==> src/stxr_pkg.sv <==
/*
 * shared constants and carrier types for the serial transmit/receive control block.
 * assumes a 125 MHz bus clock and an APB master with 32-bit data.
 */
package stxr_pkg;
	// -------------------------------------------------------------
	// register map (byte addresses)
	// -------------------------------------------------------------
	localparam logic [7:0] ADDR_CTRL = 8'h00; // serial_control_one/two/three merged
	localparam logic [7:0] ADDR_STAT = 8'h04; // serial_status_one/two merged
	localparam logic [7:0] ADDR_DATA = 8'h08; // serial_data_register
	localparam logic [7:0] ADDR_BAUD = 8'h0C; // bit period in clocks
	localparam logic [7:0] ADDR_IRQS = 8'h10; // sticky event status
	localparam logic [7:0] ADDR_IRQM = 8'h14; // event mask
	// -------------------------------------------------------------
	// control bit positions
	// -------------------------------------------------------------
	localparam int C_UNIT = 0;  // serial_unit_on
	localparam int C_TE = 1;    // transmit_enable
	localparam int C_RE = 2;    // rx_enable
	localparam int C_STBY = 3;  // rx_standby_bit
	localparam int C_BRK = 4;   // break_send_bit
	localparam int C_NINE = 5;  // word length: nine data bits
	localparam int C_WAKE = 6;  // standby exit: 1 = address mark
	localparam int C_TX_DONE_IRQ_ON = 7;  // tx_done_irq_on
	localparam int C_RFIE = 8;  // rx_full_irq_on
	localparam int C_LINE_QUIET_IRQ_ON = 9;  // line_quiet_irq_on
	localparam int C_T8 = 10;   // ninth transmit bit
	localparam int C_W = 11;
	// -------------------------------------------------------------
	// status bit positions
	// -------------------------------------------------------------
	localparam int S_TDE = 0;   // tx_data_empty_flag
	localparam int S_TC = 1;    // tx_done_flag
	localparam int S_RF = 2;    // rx_full_flag
	localparam int S_IDLE = 3;  // receiver idle
	localparam int S_FE = 4;    // framing_error_flag
	localparam int S_BKF = 5;   // break_flag
	localparam int S_R8 = 6;    // ninth_rx_bit
	localparam int S_RPF = 7;   // rx_active_flag
	localparam int S_OR = 8;    // overrun
	// -------------------------------------------------------------
	// interrupt event bits
	// -------------------------------------------------------------
	localparam int E_TC = 0;
	localparam int E_RF = 1;
	localparam int E_IDLE = 2;
	localparam int E_W = 3;
	localparam logic [15:0] BAUD_RST = 16'h0010; // clocks per bit after reset
	localparam logic [3:0] SMP_MID = 4'h8;       // sample point in 16ths of a bit
	localparam logic [3:0] IDLE_EIGHT = 4'hA;    // idle ones, eight data bits
	localparam logic [3:0] IDLE_NINE = 4'hB;     // idle ones, nine data bits
	// apb request bundle
	typedef struct packed {
		logic sel;
		logic en;
		logic wr;
		logic [7:0] addr;
		logic [31:0] wdata;
	} stxr_apb_req_t;
	typedef enum {TX_IDLE, TX_PRE, TX_DATA, TX_BRK, TX_MARK} stxr_tx_st_t;
	typedef enum {RX_WAIT, RX_BITS} stxr_rx_st_t;
endpackage

==> src/stxr_top.sv <==
/*
 * serial transmit/receive control unit with apb register access.
 * assumes an apb master on clk and an asynchronous serial line on rxdPin.
 */
//
// Behaviour
// break end sends at least one mark bit
// all-zero frame with zero stop is break
// break sets flags, clears data and ninth
// idle char is all ones, word length
// each transmission starts with preamble (code sends one only after te is set or an idle is queued)
// te clear idles after current character
// te toggle queues one idle character
// software toggles te before stop bit
// te/re writes ignored while unit off
// re enables receiver, flags untouched
// standby masks rx irqs, exits on wake
// held break sends breaks back to back
// early break toggle replaces preamble
// tde clears by status read, data write
// tc set when nothing sends, auto clear
// rx full sets on transfer, read clears
// idle flag after ten/eleven ones
// valid character arms idle detection
// word length selects eight or nine bits
module stxr_top import stxr_pkg::*; (
	input wire logic clk,
	input wire logic rst_b,
	input wire logic clkEn,
	input wire logic psel,
	input wire logic penable,
	input wire logic pwrite,
	input wire logic [7:0] paddr,
	input wire logic [31:0] pwdata,
	output logic [31:0] prdata,
	output logic pready,
	output logic pslverr,
	input wire logic rxdPin,
	output logic txOutputPin,
	output logic irq
);
	// -------------------------------------------------------------
	// bus decode
	// -------------------------------------------------------------
	stxr_apb_req_t req;
	assign req = '{sel: psel, en: penable, wr: pwrite, addr: paddr, wdata: pwdata};
	// side effects only at the edge that completes the transfer (pready high)
	wire acc = req.sel & req.en & pready & clkEn;
	wire wrEv = acc & req.wr;
	wire rdEv = acc & ~req.wr;
	wire hitCtrl = req.addr == ADDR_CTRL;
	wire hitStat = req.addr == ADDR_STAT;
	wire hitData = req.addr == ADDR_DATA;
	wire hitBaud = req.addr == ADDR_BAUD;
	wire hitIrqs = req.addr == ADDR_IRQS;
	wire hitIrqm = req.addr == ADDR_IRQM;
	wire mapped = hitCtrl | hitStat | hitData | hitBaud | hitIrqs | hitIrqm;

	logic [C_W-1:0] ctrl_r;       // control bits
	logic [15:0] baud_r;          // clocks per bit
	logic [8:0] txHold_r;         // data waiting for the shifter
	logic [7:0] rxData_r;         // serial_data_register receive side
	logic tde_r, tc_r, rf_r, idle_r, fe_r, bkf_r, r8_r, or_r;
	logic tdeSeen_r, rxSeen_r;    // status read saw flag set
	logic [E_W-1:0] irqs_r, irqm_r;
	logic idleQ_r;                // queued idle character
	logic idleArm_r;              // a valid character arms idle detection

	// -------------------------------------------------------------
	// control writes
	// -------------------------------------------------------------
	wire ctrlWr = wrEv & hitCtrl;
	logic [C_W-1:0] ctrlW;
	always_comb begin
		ctrlW = req.wdata[C_W-1:0];
		if (!ctrl_r[C_UNIT]) begin
			ctrlW[C_TE] = ctrl_r[C_TE];
			ctrlW[C_RE] = ctrl_r[C_RE];
		end
	end
	wire teOff = ctrlWr & ctrl_r[C_TE] & ~ctrlW[C_TE];
	wire teOn = ctrlWr & ~ctrl_r[C_TE] & ctrlW[C_TE];
	wire reOn = ctrlWr & ~ctrl_r[C_RE] & ctrlW[C_RE];
	logic wakeEv; // standby exit event from the receiver

	// -------------------------------------------------------------
	// transmitter
	// -------------------------------------------------------------
	stxr_tx_st_t txSt_r;
	logic [15:0] txCnt_r;
	logic [3:0] txBit_r;
	logic [10:0] txSh_r;
	wire txTick = txCnt_r == 16'h0000;
	wire [3:0] frameBits = ctrl_r[C_NINE] ? IDLE_NINE : IDLE_EIGHT;
	wire txLast = txTick & (txBit_r == frameBits - 4'h1);
	wire txBusy = txSt_r != TX_IDLE;
	logic preNeed_r; // enabling the transmitter owes a preamble
	// tc may drop up to a bit early: queueing sets it clear at once
	wire txQueued = ~tde_r | preNeed_r | ctrl_r[C_BRK] | idleQ_r;

	always_ff @(posedge clk or negedge rst_b) begin
		if (!rst_b) begin
			txSt_r <= TX_IDLE;
			txCnt_r <= 16'h0000;
			txBit_r <= 4'h0;
			txSh_r <= 11'h7FF;
			preNeed_r <= 1'b0;
		end else if (clkEn) begin
			txCnt_r <= txTick ? baud_r - 16'h0001 : txCnt_r - 16'h0001;
			if (teOn) preNeed_r <= 1'b1;
			unique case (txSt_r)
				TX_IDLE: begin
					txBit_r <= 4'h0;
					if (ctrl_r[C_TE] & txTick) begin
						if (ctrl_r[C_BRK]) begin
							txSt_r <= TX_BRK;  // break wins over a pending preamble
							txSh_r <= 11'h000;
							preNeed_r <= 1'b0;
						end else if (preNeed_r | idleQ_r) begin
							txSt_r <= TX_PRE;
							txSh_r <= 11'h7FF;
							preNeed_r <= 1'b0;
						end else if (!tde_r) begin
							txSt_r <= TX_DATA;
							txSh_r <= ctrl_r[C_NINE] ? {1'b1, txHold_r, 1'b0}
								: {2'b11, txHold_r[7:0], 1'b0};
						end
					end
				end
				TX_PRE, TX_DATA: if (txTick) begin
					txSh_r <= {1'b1, txSh_r[10:1]};
					txBit_r <= txBit_r + 4'h1;
					if (txLast) txSt_r <= TX_IDLE; // te only checked between frames
				end
				TX_BRK: if (txTick) begin
					txBit_r <= txBit_r + 4'h1;
					if (txLast) begin
						txBit_r <= 4'h0;
						// held break repeats, else one mark bit follows
						if (!ctrl_r[C_BRK]) begin
							txSt_r <= TX_MARK;
							txSh_r <= 11'h7FF; // line rests at mark after the break
						end
					end
				end
				TX_MARK: if (txTick) txSt_r <= TX_IDLE;
				default: txSt_r <= TX_IDLE;
			endcase
		end
	end
	wire txLoad = clkEn & (txSt_r == TX_IDLE) & ctrl_r[C_TE] & txTick & ~ctrl_r[C_BRK]
		& ~preNeed_r & ~idleQ_r & ~tde_r;
	wire preStart = clkEn & (txSt_r == TX_IDLE) & ctrl_r[C_TE] & txTick & ~ctrl_r[C_BRK]
		& (preNeed_r | idleQ_r);

	// -------------------------------------------------------------
	// receiver: three-stage synchroniser, agreement of last two
	// -------------------------------------------------------------
	logic [2:0] rxSync_r;
	logic rxLvl_r;
	always_ff @(posedge clk or negedge rst_b) begin
		if (!rst_b) begin
			rxSync_r <= 3'b111;
			rxLvl_r <= 1'b1;
		end else if (clkEn) begin
			rxSync_r <= {rxSync_r[1:0], rxdPin};
			if (rxSync_r[2] == rxSync_r[1]) rxLvl_r <= rxSync_r[2];
		end
	end

	stxr_rx_st_t rxSt_r;
	logic [15:0] rxCnt_r;
	logic [3:0] rxBit_r, onesCnt_r;
	logic [9:0] rxSh_r;
	wire rxOn = ctrl_r[C_RE];
	wire rxSample = rxCnt_r == 16'h0000;
	wire [15:0] halfBit = baud_r >> 1;
	// done at the stop-bit sample: data bits plus one stop
	wire rxDone = rxSample & (rxSt_r == RX_BITS) & (rxBit_r == frameBits - 4'h2);
	// frame complete: data bits in rxSh_r[9:2] (nine bits: rxSh_r[9:1]) and stop bit is the current level
	wire [8:0] rxWord = ctrl_r[C_NINE] ? rxSh_r[9:1] : {1'b0, rxSh_r[9:2]};
	wire rxBreak = rxDone & (rxWord == 9'h000) & ~rxLvl_r;
	wire rxFrameErr = rxDone & ~rxLvl_r;
	wire idleHit = rxSample & rxOn & (rxSt_r == RX_WAIT) & rxLvl_r
		& (onesCnt_r == frameBits - 4'h1) & idleArm_r;
	always_ff @(posedge clk or negedge rst_b) begin
		if (!rst_b) begin
			rxSt_r <= RX_WAIT;
			rxCnt_r <= 16'h0000;
			rxBit_r <= 4'h0;
			rxSh_r <= 10'h000;
			onesCnt_r <= 4'h0;
		end else if (clkEn) begin
			rxCnt_r <= rxSample ? baud_r - 16'h0001 : rxCnt_r - 16'h0001;
			if (!rxOn) begin
				rxSt_r <= RX_WAIT;
				onesCnt_r <= 4'h0;
			end else unique case (rxSt_r)
				RX_WAIT: begin
					if (!rxLvl_r) begin
						rxSt_r <= RX_BITS; // start edge: sample mid-bit from here
						rxCnt_r <= baud_r + halfBit;
						rxBit_r <= 4'h0;
						onesCnt_r <= 4'h0;
					end else if (rxSample && onesCnt_r != IDLE_NINE) begin
						onesCnt_r <= onesCnt_r + 4'h1;
					end
				end
				RX_BITS: if (rxSample) begin
					rxSh_r <= {rxLvl_r, rxSh_r[9:1]};
					rxBit_r <= rxBit_r + 4'h1;
					if (rxDone) rxSt_r <= RX_WAIT;
				end
				default: rxSt_r <= RX_WAIT;
			endcase
		end
	end
	assign wakeEv = ctrl_r[C_WAKE] ? (rxDone & rxWord[7]) : idleHit;

	// -------------------------------------------------------------
	// flags and clearing sequences
	// -------------------------------------------------------------
	wire statRd = rdEv & hitStat;
	wire dataRd = rdEv & hitData;
	wire dataWr = wrEv & hitData;
	wire rxClr = dataRd & rxSeen_r;
	wire tdeClr = dataWr & tdeSeen_r;
	wire rxLoad = rxDone & ~ctrl_r[C_STBY];
	always_ff @(posedge clk or negedge rst_b) begin
		if (!rst_b) begin
			ctrl_r <= '0;
			baud_r <= BAUD_RST;
			txHold_r <= 9'h000;
			rxData_r <= 8'h00;
			tde_r <= 1'b1;
			tc_r <= 1'b1;
			{rf_r, idle_r, fe_r, bkf_r, r8_r, or_r} <= '0;
			{tdeSeen_r, rxSeen_r, idleQ_r, idleArm_r} <= '0;
			irqs_r <= '0;
			irqm_r <= '0;
		end else if (clkEn) begin
			if (ctrlWr) ctrl_r <= ctrlW;
			if (wakeEv & ctrl_r[C_STBY]) ctrl_r[C_STBY] <= 1'b0;
			if (wrEv & hitBaud) baud_r <= req.wdata[15:0];
			if (wrEv & hitIrqm) irqm_r <= req.wdata[E_W-1:0];
			// queued idle: te cleared then set while busy
			if (teOn & txBusy) idleQ_r <= 1'b1;
			else if (preStart) idleQ_r <= 1'b0;
			if (teOff & ~txBusy) idleQ_r <= 1'b0;
			// transmit-empty: set on shifter load, set wins
			if (statRd) tdeSeen_r <= tde_r;
			if (tdeClr) begin
				txHold_r <= {ctrl_r[C_T8], req.wdata[7:0]};
				tde_r <= 1'b0;
				tdeSeen_r <= 1'b0;
			end
			if (txLoad) tde_r <= 1'b1;
			tc_r <= tde_r & ~txBusy & ~txQueued;
			// receive flags: clear by status read then data read, set wins
			if (statRd) rxSeen_r <= rf_r | idle_r;
			if (rxClr) begin
				rf_r <= 1'b0;
				idle_r <= 1'b0;
				fe_r <= 1'b0;
				bkf_r <= 1'b0;
				or_r <= 1'b0;
				rxSeen_r <= 1'b0;
				if (idle_r) idleArm_r <= 1'b0;
			end
			if (reOn) idleArm_r <= 1'b0;
			if (rxLoad) begin
				rf_r <= 1'b1;
				or_r <= rf_r & ~rxClr;
				fe_r <= rxFrameErr;
				idleArm_r <= 1'b1;
				rxData_r <= rxBreak ? 8'h00 : rxWord[7:0];
				r8_r <= rxBreak ? 1'b0 : rxWord[8];
				if (rxBreak) bkf_r <= 1'b1;
			end
			if (idleHit) begin
				idle_r <= 1'b1;
				idleArm_r <= 1'b0;
			end
			// sticky interrupt status, write one to clear, set wins
			irqs_r <= (irqs_r & ~({E_W{wrEv & hitIrqs}} & req.wdata[E_W-1:0]))
				| {idleHit & ctrl_r[C_LINE_QUIET_IRQ_ON] & ~ctrl_r[C_STBY],
				rxLoad & ctrl_r[C_RFIE], // standby drops rx interrupts
				txLoad & ctrl_r[C_TX_DONE_IRQ_ON] & 1'b0 | (~tc_r & tde_r & ~txBusy & ~txQueued
				& ctrl_r[C_TX_DONE_IRQ_ON])};
		end
	end

	// -------------------------------------------------------------
	// read mux and registered outputs
	// -------------------------------------------------------------
	wire [31:0] statWord = {23'h0, or_r, rxSt_r == RX_BITS, r8_r, bkf_r, fe_r, idle_r,
		rf_r, tc_r, tde_r};
	wire [31:0] rdMux = hitCtrl ? {21'h0, ctrl_r} : hitStat ? statWord
		: hitData ? {24'h0, rxData_r} : hitBaud ? {16'h0, baud_r}
		: hitIrqs ? {29'h0, irqs_r} : hitIrqm ? {29'h0, irqm_r} : 32'h0000_0000;
	always_ff @(posedge clk or negedge rst_b) begin
		if (!rst_b) begin
			prdata <= 32'h0000_0000;
			pready <= 1'b0;
			pslverr <= 1'b0;
			txOutputPin <= 1'b1;
			irq <= 1'b0;
		end else if (clkEn) begin
			// one wait state: answer in the cycle after the access phase opens
			pready <= req.sel & req.en & ~pready;
			pslverr <= req.sel & req.en & ~pready & ~mapped;
			prdata <= rdMux;
			txOutputPin <= (txSt_r == TX_BRK) ? 1'b0
				: (txSt_r == TX_MARK) ? 1'b1 : txSh_r[0];
			irq <= |(irqs_r & irqm_r);
		end
	end
endmodule // stxr_top

==> config.mk <==
export PLATFORM = sky130hd
export DESIGN_NAME = stxr_top
export DESIGN_NICKNAME = d
export VERILOG_FILES = /design/src/stxr_pkg.sv /design/src/stxr_top.sv
export SDC_FILE = /design/constraint.sdc
export NUM_CORES = 1
export LEC_CHECK = 0
export ABC_AREA = 1
export BUFFER_PORTS_ARGS = -buffer_cell sky130_fd_sc_hd__buf_4
export CELL_PAD_IN_SITES_DETAIL_PLACEMENT = 1
export CELL_PAD_IN_SITES_GLOBAL_PLACEMENT = 2
export CORE_AREA = 2 2 151 182
export DETAILED_ROUTE_END_ITERATION = 6
export DIE_AREA = 0 0 153 184
export PLACE_DENSITY_LB_ADDON = 0.1
export SETUP_SLACK_MARGIN = 0.3
export SYNTH_ARGS = -nofsm -noshare
export SYNTH_HDL_FRONTEND = slang
export SYNTH_SLANG_ARGS = --single-unit
==> constraint.sdc <==
create_clock -name clk -period 5.68 [get_ports clk]
set_input_delay 1.136 -clock clk [delete_from_list [all_inputs] [get_ports clk]]
set_output_delay 1.136 -clock clk [all_outputs]
set_load 0.05 [all_outputs]
### Word-level counts from Yosys, hierarchy flattened

Index checks and enable logic that the tools add are counted.

| storage, ports and cells | value |
|---|---|
| bits in registers | 232 |
| bits of input ports | 47 |
| output and inout bits | 36 |
| word-level logic and storage cells | 295 |

| cells by class | value |
|---|---|
| $add $sub $neg | 9 |
| mux-type cells | 85 |
| equality and inequality tests | 33 |
| reduce and logical (&&, ||, !) cells | 44 |
| bitwise operators | 88 |

Operator list:

| cell | count |
|---|---|
| $mux W32 | 14 |
| $mux W16 | 9 |
| $logic_not A32 Y1 | 4 |
| $pmux W32 S4 | 1 |
| $eq A32 B2 Y1 const B | 3 |
| $mux W11 | 8 |
| $eq A32 B1 Y1 const B | 2 |
| $eq A32 B3 Y1 const B | 2 |
| $pmux W32 S2 | 1 |
| $and A1 B1 Y1 | 57 |
| $sub A16 B1 Y16 const B | 3 |
| $mux W4 | 10 |
| $mux W1 | 33 |
| $pmux W11 S3 | 1 |
| $eq A32 B4 Y1 const B | 1 |
| $logic_not A16 Y1 | 2 |
| $reduce_bool A32 Y1 | 1 |
| $reduce_and A2 Y1 | 13 |
| $ne A2 B2 Y1 const B | 9 |
| $add A16 B15 Y16 | 1 |
| $eq A8 B4 Y1 const B | 2 |
| $eq A8 B5 Y1 const B | 2 |
| $not A1 Y1 | 16 |
| $reduce_bool A2 Y1 | 7 |
| 33 further kinds | 57 |

### Depth between registers and ports, before layout

| depth | value |
|---|---|
| depth in word-level cells | 12 |
| mapped depth | 13 |
| depth with buffers taken out | 13 |

### Worst setup path after synthesis

Ideal clock, no wire load.

| timing path | value |
|---|---|
| kind | in2reg |
| start point | input port paddr[7] |
| end point | register idleQ_r |
| arrival | 2.158 ns |
| path buffers | 1 |
| stages | 7 |
| data required time | 5.551 ns |
| library setup time | 0.129 ns |
| slack | 3.392 ns |
| path through | nor2_2 nand3_2 nor2_2 nand2_2 buf_6 o311ai_1 nand2_1 |

| on the way | value |
|---|---|
| longest elaborated chain between the ends | 7 |
| elaborated cells between the ends (all ways) | 12 |
| those cells by class | 2 x mux; 7 x bitwise; 3 x reduce/logical |

RTL lines:

| element | RTL line | RTL |
|---|---|---|
| from (decl) | stxr_top.sv:33 | `input wire logic [7:0] paddr,` |
| $logic_not A8 Y1 * | stxr_top.sv:51 | `wire hitCtrl = req.addr == ADDR_CTRL;` |
| $and A1 B1 Y1 * | stxr_top.sv:72 | `wire ctrlWr = wrEv & hitCtrl;` |
| $and A1 B1 Y1 (on tied branches) (2 in a row) | stxr_top.sv:82, stxr_top.sv:81 |  |
| $and A1 B1 Y1 (on tied branches) | stxr_top.sv:247, stxr_top.sv:249 |  |
| $reduce_bool A3 Y1 (no line) / $mux W1 (equally long branches) | -- |  |
| $reduce_and A2 Y1 (no line) / $mux W1 (equally long branches) | -- |  |
| to (signal assigned) | stxr_top.sv:247 | `if (teOn & txBusy) idleQ_r <= 1'b1;` |
| to (signal assigned) | stxr_top.sv:248 | `else if (preStart) idleQ_r <= 1'b0;` |
| to (signal assigned) | stxr_top.sv:249 | `if (teOff & ~txBusy) idleQ_r <= 1'b0;` |
| to (decl) | stxr_top.sv:66 | `logic idleQ_r;` |

Every way passes the cells marked *; elsewhere a longest branch is shown, timed or not.
A chain may end at the register's enable or synchronous reset.

### Worst setup path after layout

| timing path | value |
|---|---|
| start point | input port clkEn |
| end point | register baud_r[1] |

| on the way | value |
|---|---|
| longest elaborated chain between the ends | 4 |

RTL lines:

| element | RTL line | RTL |
|---|---|---|
| from (decl) | stxr_top.sv:29 | `input wire logic clkEn,` |
| $and A1 B1 Y1 | stxr_top.sv:48 | `wire acc = req.sel & req.en & pready & clkEn;` |
| $and A1 B1 Y1 | stxr_top.sv:49 | `wire wrEv = acc & req.wr;` |
| $and A1 B1 Y1 | stxr_top.sv:244 | `if (wrEv & hitBaud) baud_r <= req.wdata[15:0];` |
| $reduce_and A2 Y1 (no line) * | -- |  |
| to (signal assigned) | stxr_top.sv:244 |  |
| to (decl) | stxr_top.sv:60 | `logic [15:0] baud_r;` |

Marks and branches as above.

==> results.toml <==
[clocking]
cts_inserted_buffers = 17
post-cts-setup-buffers = 0
htree_levels = 4
cts_root_buffer = "clkbuf_16"
clk_pin_slew_ns = 0.06
cts.sinks = 155
cts.path.max_buffers = 2
ctsResizeCount = 0
cts_tree = "done"
clk_latency_ns = 0.43
ctsHoldBuffers = 0

[timing]
slew_headroom = 0.247
fin_crit_ns = 2.87
setup-violations-final = 0
fin_hold_ws_ns = 0.476
hold_violations = 0
grt_setup_unrepaired = "false"
finalCritPeriodShare = 0.505
post-route-worst-setup-slack_ns = 2.81
final_max_slew_viol_count = 0
skew_ns = 0.0113
final.setup.tns_ns = 0
clock.fmax_mhz = 349
worst_pin_slew_ns = 1.12

[floorplan]
die_w_um = 153
initial_utilization = 0.376
rows = 65
die_y_um = 184
core_mm2 = 0.0263
io_pins = 83
dieArea_mm2 = 0.0282

[setup_path]
crit_type = "in -> reg"
crit_path_start_kind = "input pin"
arrival_ns = 3.19
worstPathRequired_ns = 6.00
endpoint_kind = "flip-flop"
path_max_fanout = 32

[run]
maxCapViolCount = 0

[global_routing]
grt_pass1_wl_mm = 50.2
antenna_found_initial = 0
overflow = 0
grt_util_all_layers = 0.227
grt_pass1_vias = 9194
grt_max_degree = 108

[detailed_routing]
antenna_left = 0
initialDrtViolationCount = 359
drt-pass1-iter-count = 6
vias = 8856
route.detailed.drc = 0
routed_wirelength_mm = 30.8
drt-wirelength-per-cell_um = 17.8
vias_per_cell = 5.12

[synthesis]
synth_ff_type = "dfrtp_1"
netlist_area_mm2 = 0.00989
synth.distinct_cells = 57
ys_warn_count = 0
ys_seq_elements = 155
synth_edf_count = 0
syn_inst = 1342
synth_area_per_cell_um2 = 7.37
seq_area_frac_synth = 0.395
async_flop_share = 1.00

[pwr]
power.total_uw = 3670
p_int_uw = 2330
clkPwrFrac = 0.308
power_frac_comb = 0.286
switching_share = 0.367
leakage_uw = 0.00547
ir_drop_uv = 205
p_switching_uw = 1350
seqPwrFrac = 0.406
power_density_mw_per_mm2 = 332

[layout]
utilization = 0.421
regArea_mm2 = 0.00390
drive_gt1_frac = 0.131
syn_to_final_growth_pct = 12.0
multi_input_area_mm2 = 0.00516
antenna_cells = 0
nFillCells = 3293
nets = 1469

[placement]
finalWeightedCongestion = 0.836
hpwlAfterDp_mm = 23.2
io_buffers = 50
dp_slack_ns = 2.34

[min_path]
holdCritPathClass = "reg -> reg"

[outcome]
status = "complete, no violations"
logic make-up (layout without fill, tap and decap cells):
group / Yosys count / count (layout) / synth area share
other: 1 / 16 / 0.000379
adders and majority gates: 40 / 40 / 0.0514
AOI/OAI and AO/OA: 234 / 234 / 0.135
DFF: 155 / 155 / 0.395
buffers and inverters: 204 / 242 / 0.0893
xor gates and xnor gates: 29 / 29 / 0.0257
and+or+nand+nor: 679 / 679 / 0.304
cell type report:
type | count | area share
Clock buffer | 23 | 0.0441
Inverter | 155 | 0.0527
Clock inverter | 9 | 0.00780
Multi-Input combinational cell | 998 | 0.466
Sequential cell | 155 | 0.352
Tap cell | 335 | 0.0379
Timing Repair Buffer | 55 | 0.0388
path summary, 6_finish.rpt:
check                                start     endpoint  slack, ns  cells past startpoint
worst max register to register  rxCnt_r[0]   rxBit_r[2]       2.99                     11
worst min register to register   txSh_r[4]    txSh_r[4]       0.48                      2
max in group asynchronous            rst_b  rxData_r[4]       4.03                      2
worst max-delay path                 clkEn    baud_r[1]       2.81                      7
min in group asynchronous            rst_b  txCnt_r[15]       0.65                      1
worst min-delay path             txSh_r[4]    txSh_r[4]       0.48                      2
per-stage QoR:
stage	cell area (um^2)	std cells
2_1_floorplan	9940	1357
3_3_place_gp	10500	1698
3_5_place_dp	10500	1698
4_1_cts	11100	1730
5_1_grt	11100	1730
6_report	11100	1730
synth_stat cells (all sizes together) (3+ instances only):
cell | count | area (um^2)
a21oi | 44 | 228
a221oi | 8 | 70.1
a31oi | 4 | 25.0
and2 | 4 | 25.0
buf | 35 | 241
clkbuf | 13 | 50.0
dfrtp | 136 | 3400
dfstp | 19 | 499
ha | 39 | 488
inv | 154 | 578
nand2 | 388 | 1510
nand3 | 106 | 553
nand4 | 14 | 121
nor2 | 139 | 607
nor3 | 16 | 90.1
nor3b | 3 | 22.5
nor4 | 3 | 33.8
o211ai | 9 | 67.6
o21ai | 152 | 810
o21bai | 3 | 22.5
or2 | 3 | 18.8
xnor2 | 7 | 61.3
xor2 | 22 | 193
power by group through the flow:
stage / sequential [uW] / clock, uW / combinational (uW)
floorplan: 1480 / 0 / 815
global placement: 1500 / 0 / 1030
detailed placement: 1510 / 0 / 1050
CTS: 1490 / 1170 / 1060
global route: 1520 / 1210 / 1200
finish: 1490 / 1130 / 1050
state kept, by name (all words and copies together) (netlist names), 3 cells and up:
register   count
rxBit_r        4
irqm_r         3
onesCnt_r      4
txBit_r        4
rxSync_r       3
txSt_r         3
txHold_r       9
txSh_r        11
ctrl_r        11
irqs_r         3
prdata        16
baud_r        16
txCnt_r       16
rxSh_r         9
rxData_r       8
rxCnt_r       16
placed cells by master, fill, tap and decap left out, drive strengths merged, types with 2 or more instances in the layout:
cell | synthesis | routed
nand2 | 388 | 388
inv | 154 | 156
o21ai | 152 | 152
nor2 | 139 | 139
dfrtp | 136 | 136
nand3 | 106 | 106
buf | 35 | 55
a21oi | 44 | 44
ha | 39 | 39
clkbuf | 13 | 23
xor2 | 22 | 22
dfstp | 19 | 19
conb | 1 | 16
nor3 | 16 | 16
nand4 | 14 | 14
o211ai | 9 | 9
a221oi | 8 | 8
xnor2 | 7 | 7
clkinv | 1 | 5
and2 | 4 | 4
a31oi | 4 | 4
or2 | 3 | 3
nor3b | 3 | 3
o21bai | 3 | 3
nor4 | 3 | 3
nand3b | 2 | 2
o221ai | 2 | 2
a22oi | 2 | 2
a211oi | 2 | 2
o22ai | 2 | 2
clkinvlp | 0 | 2
per-layer routing:
layer  vias to the layer above  wire, um  track usage
li1                       4403         -            -
met1                      4303     13800        0.286
met2                       115     15500        0.406
met3                        35       622       0.0271
met4                         0       896       0.0752
met5                         -         0            0
worst max-delay path: stages:
cell	delay, ns
buf_4	0.16
inv_2	0.28
nor2_2	0.24
nand2_1	0.12
nor2_4	0.17
nand2_1	0.64
o21ai_0	0.43
No activity file was read; power rests on OpenSTA's default activity.
